===== src/rtl/gpio_pkg.sv =====
// Contract
// - Per-bit direction select for every port
// - Per-bit pull-up enable for every port
// - Reset makes every bit an input
// - Reset clears every pull-up select
// - Widths: 4, 6, 2, 2, 2, 6
// - Low reset pin holds state initialized
// - Release waits stabilization, then reset processing
// - Boot select input picks start ROM area
package gpio_pkg;
  localparam int P0_W = 4;
  localparam int P2_W = 6;
  localparam int P4_W = 2;
  localparam int P5_W = 2;
  localparam int P6_W = 2;
  localparam int P8_W = 6;
  localparam int NPORT = 6;
  localparam int ADDR_W = 6;
  // Word offsets: data, direction, pull-up for each port
  localparam logic [5:0] OFF_DATA0 = 6'h00;
  localparam logic [5:0] OFF_DIR0  = 6'h01;
  localparam logic [5:0] OFF_PLU0  = 6'h02;
  localparam logic [5:0] OFF_STEP  = 6'h03;
  localparam logic [5:0] OFF_STAT  = 6'h3c;
  localparam int STAT_BOOT_BIT  = 0;
  localparam int STAT_READY_BIT = 1;
  localparam logic [5:0] DIR_RST  = 6'h00;
  localparam logic [5:0] PLU_RST  = 6'h00;
  localparam logic [5:0] DATA_RST = 6'h00;
  localparam int CLK_HZ = 10_000_000;
  localparam int STAB_US = 100;
  localparam int STAB_CYC = (STAB_US * (CLK_HZ / 1_000_000) < 1) ? 1
                            : STAB_US * (CLK_HZ / 1_000_000);
  localparam int STAB_W = 12;
  typedef enum logic [1:0] {IN_RESET, STABILIZE, RUN} rst_state_t;
endpackage : gpio_pkg


===== src/rtl/gpio_ports.sv =====
// The placing of the registers and register access over Avalon-MM are this design's own decisions.
`timescale 1ns/100ps
module gpio_ports (
  // Clock and reset
  input  wire logic        clk,
  input  wire logic        srst,
  // Avalon-MM slave
  input  wire logic [5:0]  address,
  input  wire logic        read,
  input  wire logic        write,
  input  wire logic [31:0] writedata,
  input  wire logic [3:0]  byteenable,
  output logic      [31:0] readdata,
  output logic             waitrequest,
  // Reset and boot pins
  input  wire logic        reset_in_active_low,
  input  wire logic        boot_area_select_in,
  output logic             cpu_run,
  output logic             boot_area,
  // Port pins, flat: p0[3:0] p2[9:4] p4[11:10] p5[13:12] p6[15:14] p8[21:16]
  input  wire logic [21:0] pin_in,
  output logic      [21:0] pin_out,
  output logic      [21:0] pin_oe,
  output logic      [21:0] pullup_en
);
  localparam int W [6] = '{gpio_pkg::P0_W, gpio_pkg::P2_W, gpio_pkg::P4_W,
                           gpio_pkg::P5_W, gpio_pkg::P6_W, gpio_pkg::P8_W};
  localparam int LSB [6] = '{0, 4, 10, 12, 14, 16};

  function automatic logic [5:0] width_mask(input int n);
    width_mask = 6'((1 << n) - 1);
  endfunction : width_mask

  function automatic logic [5:0] reg_addr(input logic [5:0] base, input int i);
    reg_addr = 6'(base + 6'(i) * gpio_pkg::OFF_STEP);
  endfunction : reg_addr

  logic [5:0] data_q [6];
  logic [5:0] dir_q  [6];
  logic [5:0] plu_q  [6];
  logic [5:0] next_data [6];
  logic [5:0] next_dir  [6];
  logic [5:0] next_plu  [6];
  logic [31:0] next_readdata;
  logic        next_waitrequest;
  gpio_pkg::rst_state_t state, next_state;
  logic [gpio_pkg::STAB_W-1:0] cnt, next_cnt;
  logic        next_cpu_run;
  logic        next_boot_area;
  logic [21:0] next_pin_out, next_pin_oe, next_pullup_en;
  logic        hold;
  logic        access;
  logic        commit;

  assign hold   = srst | ~reset_in_active_low;
  assign access = (read | write) & waitrequest;
  // Writes land at the edge the master sees waitrequest low
  assign commit = write & ~waitrequest & byteenable[0];

  // Register file and bus answer
  always_comb begin
    next_readdata    = readdata;
    next_waitrequest = 1'b1;
    for (int i = 0; i < gpio_pkg::NPORT; i++) begin
      next_data[i] = data_q[i];
      next_dir[i]  = dir_q[i];
      next_plu[i]  = plu_q[i];
    end
    if (access) begin
      next_waitrequest = 1'b0;
      next_readdata    = 32'h0;
    end
    for (int i = 0; i < gpio_pkg::NPORT; i++) begin
      if (address == reg_addr(gpio_pkg::OFF_DATA0, i)) begin
        if (commit) begin
          next_data[i] = writedata[5:0] & width_mask(W[i]);
        end
        if (access) begin
          next_readdata[5:0] = 6'(pin_in >> LSB[i]) & width_mask(W[i]);
        end
      end
      if (address == reg_addr(gpio_pkg::OFF_DIR0, i)) begin
        if (commit) begin
          next_dir[i] = writedata[5:0] & width_mask(W[i]);
        end
        if (access) begin
          next_readdata[5:0] = dir_q[i];
        end
      end
      if (address == reg_addr(gpio_pkg::OFF_PLU0, i)) begin
        if (commit) begin
          next_plu[i] = writedata[5:0] & width_mask(W[i]);
        end
        if (access) begin
          next_readdata[5:0] = plu_q[i];
        end
      end
    end
    if (access && address == gpio_pkg::OFF_STAT) begin
      next_readdata[gpio_pkg::STAT_BOOT_BIT]  = boot_area;
      next_readdata[gpio_pkg::STAT_READY_BIT] = cpu_run;
    end
  end

  always_ff @(posedge clk) begin
    if (hold) begin
      for (int i = 0; i < gpio_pkg::NPORT; i++) begin
        data_q[i] <= gpio_pkg::DATA_RST;
        dir_q[i]  <= gpio_pkg::DIR_RST;
        plu_q[i]  <= gpio_pkg::PLU_RST;
      end
      readdata    <= 32'h0;
      waitrequest <= 1'b1;
    end else begin
      for (int i = 0; i < gpio_pkg::NPORT; i++) begin
        data_q[i] <= next_data[i];
        dir_q[i]  <= next_dir[i];
        plu_q[i]  <= next_plu[i];
      end
      readdata    <= next_readdata;
      waitrequest <= next_waitrequest;
    end
  end

  // Reset release sequencer
  always_comb begin
    next_state     = state;
    next_cnt       = cnt;
    next_cpu_run   = cpu_run;
    next_boot_area = boot_area;
    unique case (state)
      gpio_pkg::IN_RESET: begin
        next_state = gpio_pkg::STABILIZE;
        next_cnt   = '0;
      end
      gpio_pkg::STABILIZE: begin
        next_cnt = cnt + 1'b1;
        if (cnt == gpio_pkg::STAB_W'(gpio_pkg::STAB_CYC - 1)) begin
          next_state     = gpio_pkg::RUN;
          next_cpu_run   = 1'b1;
          next_boot_area = boot_area_select_in;
        end
      end
      gpio_pkg::RUN: begin
      end
    endcase
  end

  always_ff @(posedge clk) begin
    if (hold) begin
      state     <= gpio_pkg::IN_RESET;
      cnt       <= '0;
      cpu_run   <= 1'b0;
      boot_area <= 1'b0;
    end else begin
      state     <= next_state;
      cnt       <= next_cnt;
      cpu_run   <= next_cpu_run;
      boot_area <= next_boot_area;
    end
  end

  // Pin drivers
  always_comb begin
    next_pin_out   = '0;
    next_pin_oe    = '0;
    next_pullup_en = '0;
    for (int i = 0; i < gpio_pkg::NPORT; i++) begin
      for (int b = 0; b < W[i]; b++) begin
        next_pin_out[LSB[i]+b]   = dir_q[i][b] & data_q[i][b];
        next_pin_oe[LSB[i]+b]    = dir_q[i][b];
        next_pullup_en[LSB[i]+b] = plu_q[i][b] & ~dir_q[i][b];
      end
    end
  end

  always_ff @(posedge clk) begin
    if (hold) begin
      pin_out   <= '0;
      pin_oe    <= '0;
      pullup_en <= '0;
    end else begin
      pin_out   <= next_pin_out;
      pin_oe    <= next_pin_oe;
      pullup_en <= next_pullup_en;
    end
  end
endmodule : gpio_ports


===== config.mk =====
export PLATFORM = sky130hd
export DESIGN_NAME = gpio_ports
export DESIGN_NICKNAME = d
export VERILOG_FILES = /design/src/rtl/gpio_pkg.sv /design/src/rtl/gpio_ports.sv
export SDC_FILE = /design/constraint.sdc
export NUM_CORES = 1
export LEC_CHECK = 0
export BUFFER_PORTS_ARGS = -buffer_cell sky130_fd_sc_hd__buf_2
export CORE_UTILIZATION = 47
export DETAILED_ROUTE_END_ITERATION = 16
export PLACE_DENSITY_LB_ADDON = 0.25
export SKIP_LAST_GASP = 1
export SYNTH_ARGS = -nofsm -noshare
export SYNTH_HDL_FRONTEND = slang
export SYNTH_SLANG_ARGS = --single-unit

===== constraint.sdc =====
create_clock -name clk -period 1.7 [get_ports clk]
set_clock_uncertainty 0.15 [all_clocks]
set_input_delay 0.17 -clock clk [delete_from_list [all_inputs] [get_ports clk]]
set_output_delay 0.17 -clock clk [all_outputs]
set_load 0.01 [all_outputs]

# After elaboration in Yosys (flattened, before gate mapping)

Memories as Yosys holds them, arrays and structs flattened.
Cells that the tools add are included.

$add $sub $neg: 1
Multiply operators: 0
Divide/modulo/power cells: 0
Order comparisons: 0
Equal/unequal tests: 21
Shift operators: 0
Mux-type cells: 99
Bitwise operators: 91
Reductions and logical operators: 6

Operators by type and width:

| cell                                            | count |
|---|---|
| two-way mux 6 bit                               | 91 |
| == test 6 x 4 -> 1 bit, second input constant   | 8 |
| bitwise AND 1 bit                               | 47 |
| == test 6 x 3 -> 1 bit, second input constant   | 4 |
| NOT 1 bit                                       | 24 |
| case mux 12 bit (2 select lines)                | 1 |
| OR 1 bit                                        | 20 |
| adder 12 x 1 -> 12 bit, second input constant   | 1 |
| == test 12 x 10 -> 1 bit, second input constant | 1 |
| == test 6 x 2 -> 1 bit, second input constant   | 2 |
| == test 6 x 5 -> 1 bit, second input constant   | 2 |
| == test 6 x 1 -> 1 bit, second input constant   | 1 |
| == test 6 bit, second input constant            | 1 |
| zero test 6 bit                                 | 1 |
| two-way mux 1 bit                               | 4 |
| two-way mux 2 bit                               | 2 |
| case mux 2 bit (2 select lines)                 | 1 |
| AND reduction 2 bit                             | 2 |
| == test 2 x 1 -> 1 bit, second input constant   | 1 |
| zero test 2 bit                                 | 1 |
| != test 2 bit, second input constant            | 1 |
| nonzero test 2 bit                              | 1 |
| logical AND 1 bit                               | 1 |

Register bits after elaboration: 89
Latch bits: 0
Memory bits (writable): 108
ROM bits: 0
Output and inout bits: 101
Memories kept: 3

Memories:

| memory | words | bits a word | read ports | clocked after memory_dff | write ports | line             | source |
|---|---|---|---|---|---|---|---|
| data_q | 6     | 6           | 6          | 0                        | 6           | gpio_ports.sv:38 | `logic [5:0] data_q [6];` |
| dir_q  | 6     | 6           | 6          | 0                        | 6           | gpio_ports.sv:39 | `logic [5:0] dir_q [6];` |
| plu_q  | 6     | 6           | 6          | 0                        | 6           | gpio_ports.sv:40 | `logic [5:0] plu_q [6];` |

# Depth between registers and ports, before layout

Word-level depth: 40
Depth in mapped cells: 7
Gate-level depth less buffers: 5

# Worst setup path before layout

Ideal clock, no wire load.

Kind: input-to-reg
Start: input address[0]
End: register readdata[0]
Library setup time: 0.123 ns
Data arrival time: 1.541 ns
Slack: -0.115 ns
Stages: 6
Path buffers: 1
Path through: buf_2 mux4_2 and2_1 o311a_1 o211ai_1 a21oi_1

Longest elaborated chain between the ends: 37

Ends and longest elaborated chain:

| element              | line              | source |
|---|---|---|
| start, declared      | gpio_ports.sv:8   | `input wire logic [5:0] address,` |
| zero test 6 bit      | gpio_ports.sv:74  | `if (address == reg_addr(gpio_pkg::OFF_DATA0, i)) begin` |
| two-way mux 6 bit    | gpio_ports.sv:74  |  |
| two-way mux 6 bit    | gpio_ports.sv:86  | `if (access) begin` |
| two-way mux 6 bit    | gpio_ports.sv:82  | `if (address == reg_addr(gpio_pkg::OFF_DIR0, i)) begin` |
| two-way mux 6 bit    | gpio_ports.sv:94  | `if (access) begin` |
| two-way mux 6 bit    | gpio_ports.sv:90  | `if (address == reg_addr(gpio_pkg::OFF_PLU0, i)) begin` |
| two-way mux 6 bit    | gpio_ports.sv:78  | `if (access) begin` |
| two-way mux 6 bit    | gpio_ports.sv:74  |  |
| (+21 left out)       | n/a               |  |
| two-way mux 6 bit    | gpio_ports.sv:90  |  |
| two-way mux 6 bit    | gpio_ports.sv:78  |  |
| two-way mux 6 bit    | gpio_ports.sv:74  |  |
| two-way mux 6 bit    | gpio_ports.sv:86  |  |
| two-way mux 6 bit    | gpio_ports.sv:82  |  |
| two-way mux 6 bit    | gpio_ports.sv:94  |  |
| two-way mux 6 bit    | gpio_ports.sv:90  |  |
| two-way mux 2 bit *  | gpio_ports.sv:99  | `if (access && address == gpio_pkg::OFF_STAT) begin` |
| end signal, assigned | gpio_ports.sv:120 | `readdata <= next_readdata;` |
| end, declared        | gpio_ports.sv:13  | `output logic [31:0] readdata,` |

Every way passes the cells marked *; elsewhere a longest branch is shown, timed or not.
A chain may end at the register's enable or synchronous reset.

# Worst setup path in the final report

Start: register waitrequest
End: register readdata[1]

Longest elaborated chain between the ends: 39

Ends and longest elaborated chain:

| element                | line              | source |
|---|---|---|
| start, declared        | gpio_ports.sv:14  | `output logic waitrequest,` |
| start signal, assigned | gpio_ports.sv:121 | `waitrequest <= next_waitrequest;` |
| bitwise AND 1 bit *    | gpio_ports.sv:56  | `assign access = (read \| write) & waitrequest;` |
| two-way mux 6 bit      | gpio_ports.sv:69  | `if (access) begin` |
| two-way mux 6 bit      | gpio_ports.sv:78  |  |
| two-way mux 6 bit      | gpio_ports.sv:74  |  |
| two-way mux 6 bit      | gpio_ports.sv:86  |  |
| two-way mux 6 bit      | gpio_ports.sv:82  |  |
| two-way mux 6 bit      | gpio_ports.sv:94  |  |
| two-way mux 6 bit      | gpio_ports.sv:90  |  |
| (+23 left out)         | n/a               |  |
| two-way mux 6 bit      | gpio_ports.sv:90  |  |
| two-way mux 6 bit      | gpio_ports.sv:78  |  |
| two-way mux 6 bit      | gpio_ports.sv:74  |  |
| two-way mux 6 bit      | gpio_ports.sv:86  |  |
| two-way mux 6 bit      | gpio_ports.sv:82  |  |
| two-way mux 6 bit      | gpio_ports.sv:94  |  |
| two-way mux 6 bit      | gpio_ports.sv:90  |  |
| two-way mux 2 bit *    | gpio_ports.sv:99  |  |

Marks and branches as above.

==> flow_metrics.env <==
export IMPL_outcome="finished, violations left"
export IMPL_failed_checks="negative setup slack"
export IMPL_power_combinational_fraction=0.064
export IMPL_worstMarginPinSlew_ps=736.2
export IMPL_p_leak_nw=3.481
export IMPL_p_total_w=0.008023
export IMPL_drt_iter0_drc=484
export IMPL_slew_headroom=0.5059
export IMPL_setup_slack_ps=-58.82
export IMPL_fin_crit_ps=1759
export IMPL_fmax_mhz=568.6
export IMPL_antenna_found_initial=0
export IMPL_fin_nets=938
export IMPL_cts_path_max_buffers=2
export IMPL_r2r_worst_path_cells=5
export IMPL_cts_root_buf="clkbuf_16"
export IMPL_grt_pass1_wl_um=28190
export IMPL_async_reset_ff_frac=0
export IMPL_criticalPathCategory="reg2reg"
export IMPL_routed_via_density=5.356
export IMPL_die_w_um=118.6
export IMPL_grt_max_degree=57
export IMPL_cp_endpoint="readdata[1]"
export IMPL_diodes=0
export IMPL_initial_utilization=0.4822
export IMPL_grt_pass1_vias=5513
export IMPL_cp_startpoint="waitrequest"
export IMPL_place_gp_congestion=0.8771
export IMPL_dp_cells=1014
export IMPL_final_setup_tns_ps=-103.1
export IMPL_hp_class="in2reg"
export IMPL_synth_edf_count=0
export IMPL_syn_area_um2=6386
export IMPL_peakVddDrop_mv=0.6835
export IMPL_timing_rr_start="waitrequest"
export IMPL_synth_ff_type="dfxtp_1"
export IMPL_critPathCaptureType="flip-flop"
export IMPL_antenna_left=0
export IMPL_avgSynthCellArea_um2=9.215
export IMPL_cp_max_fo=4
export IMPL_postSynthCellCount=693
export IMPL_yosys_warnings=0
export IMPL_drc=0
export IMPL_cts_sinks=155
export IMPL_hpwlAfterDp_um=12920
export IMPL_grt_util_all_layers=0.2605
export IMPL_tritoncts="yes"
export IMPL_num_vias=5656
export IMPL_port_buffers=115
export IMPL_syn_to_final_growth_pct=31.39
export IMPL_swShare=0.2291
export IMPL_period_share=1.035
export IMPL_rows=42
export IMPL_wl_per_cell_um=16.81
export IMPL_numCtsBuffers=17
export IMPL_final_common_cell="dfxtp_1"
export IMPL_p_int_w=0.006185
export IMPL_r2r_end="readdata[1]"
export IMPL_netlist_cell_type_count=62
export IMPL_io_pins=171
export IMPL_insertion_delay_ps=430
export IMPL_layout_drive_gt1_share=0.3261
export IMPL_drv_cap=0
export IMPL_die_area_um2=14060
export IMPL_final_cell_mix="dfxtp_1, buf_2, buf_4"
export IMPL_die_height_um=118.6
export IMPL_clkSlewWorstSetupHoldPaths_ps=60
export IMPL_wl_um=17750
export IMPL_ys_seq_area_frac=0.4859
export IMPL_crit_required_ps=1850
export IMPL_overflow=0
export IMPL_ys_ff_latch=155
export IMPL_seqPwrFrac=0.454
export IMPL_reg2reg_slack_ps=-60
export IMPL_slew_viol_final=0
export IMPL_cp_arrival_ps=1910
export IMPL_h_tree_depth=4
export IMPL_final_cells=1056
export IMPL_drtPass1Iterations=5
export IMPL_start_kind="flip-flop"
export IMPL_setup_violations=2
export IMPL_p_switching_w=0.001838
export IMPL_powerDensity_nw_per_um2=956.2
export IMPL_p_clk_frac=0.481
export IMPL_fp_coreArea_um2=13240
export IMPL_rsz0062_at_grt="yes"
export IMPL_hold_violations=0
power by group through the flow:
stage	combinational, W	sequential [W]	clock, W
2_1_floorplan	0.000310	0.00373	0
3_3_place_gp	0.000481	0.00373	0
3_5_place_dp	0.000483	0.00373	0
4_1_cts	0.000499	0.00365	0.00390
5_1_grt	0.000555	0.00364	0.00408
6_report	0.000517	0.00365	0.00386
layout make-up:
| cell class | instances | area (µm²) |
|---|---|---|
| well taps | 176 | 220.2 |
| repair buffers | 208 | 1349 |
| clock buffers | 21 | 480.5 |
| flip-flops and latches | 155 | 3109 |
| clock inverters | 11 | 133.9 |
| inverters | 7 | 26.28 |
| fillers | 1174 | 4852 |
| multi-input cells | 478 | 3072 |
layer usage:
layer  global-route usage  wire [µm]  vias to the layer above
met5                    0          0                        -
met4               0.1250        503                        0
met3              0.06950       1251                       38
met2               0.4141       8304                      216
met1               0.3266       7691                     2690
li1                     -          -                     2712
cells in the mapped netlist (5+ instances only):
master / number / area, µm²
nor3_1: 13 / 65.06
xor2_1: 6 / 52.55
nor3b_1: 21 / 157.7
o21ai_0: 25 / 125.1
nand3_1: 27 / 135.1
a21oi_1: 54 / 270.3
nand2b_1: 7 / 43.79
inv_1: 6 / 22.52
mux2i_1: 36 / 360.4
and3_1: 23 / 143.9
dfxtp_1: 155 / 3103
nand3b_1: 5 / 37.54
clkbuf_1: 31 / 116.4
nor2b_1: 7 / 43.79
nand2_1: 55 / 206.5
buf_4: 29 / 217.7
and2_1: 27 / 168.9
nor2_1: 56 / 210.2
o21ai_1: 12 / 60.06
buf_2: 13 / 65.06
cell families after synthesis:
group,count (synthesis),share of synthesized area
AND/OR/NAND/NOR,273,0.2373
flip-flops,155,0.4859
AO/OA/AOI/OAI,131,0.1232
buffers and inverters,85,0.07092
multiplexers,40,0.07053
XOR/XNOR,7,0.009601
adder cells (fa/ha/maj),1,0.001959
other,1,0.0005872
stage by stage:
| stage | util | hold WS (ps) | setup slack [ps] | area, µm² |
|---|---|---|---|---|
| 6_report | 0.6336 | 21.66 | -58.82 | 8391 |
| 3_5_place_dp | 0.5676 | 275.6 | -235.6 | 7517 |
| 3_3_place_gp | 0.5676 | 257.7 | -288.6 | 7517 |
| 4_1_cts | 0.6235 | 8.071 | -46.10 | 8257 |
| 2_1_floorplan | - | 156.0 | 6.361 | 6492 |
| 5_1_grt | 0.6336 | 39.52 | -93.95 | 8391 |
worst max-delay path, stage by stage, from the launching register on:
cell and delay (ps):
dfxtp_2 360, o21ai_1 140, buf_4 170, or4_1 520
o221ai_2 230, a21oi_1 60
sequential cells by signal (all words and copies together), names as in the netlist, 2 cells and up:
register and cells:
dir_q 22, pin_out 22, pin_oe 22, readdata 6, pullup_en 22, state 2, data_q 22, cnt 12
plu_q 22
repair_timing:
| item | CTS | global route |
|---|---|---|
| gates resized for setup | 17 | 35 |
| setup buffers | 2 | 2 |
| endpoints found under the setup margin | 33 | 45 |
| endpoints found under the hold margin | 22 | 0 |
| pin swaps | 5 | 10 |
| hold buffers | 6 | 0 |
how the worst min path moves through the flow:
stage	startpoint	endpoint	slack (ps)	depth (start not counted)
floorplan	writedata[4]	plu_q[0][10]	160	2
global placement	boot_area_select_in	boot_area	260	3
detailed placement	boot_area_select_in	boot_area	280	3
CTS	pin_in[14]	readdata[0]	8	5
global route	pin_in[14]	readdata[0]	40	5
finish	pin_in[14]	readdata[0]	20	5
Note: power is estimated with default switching activity, not from simulation.
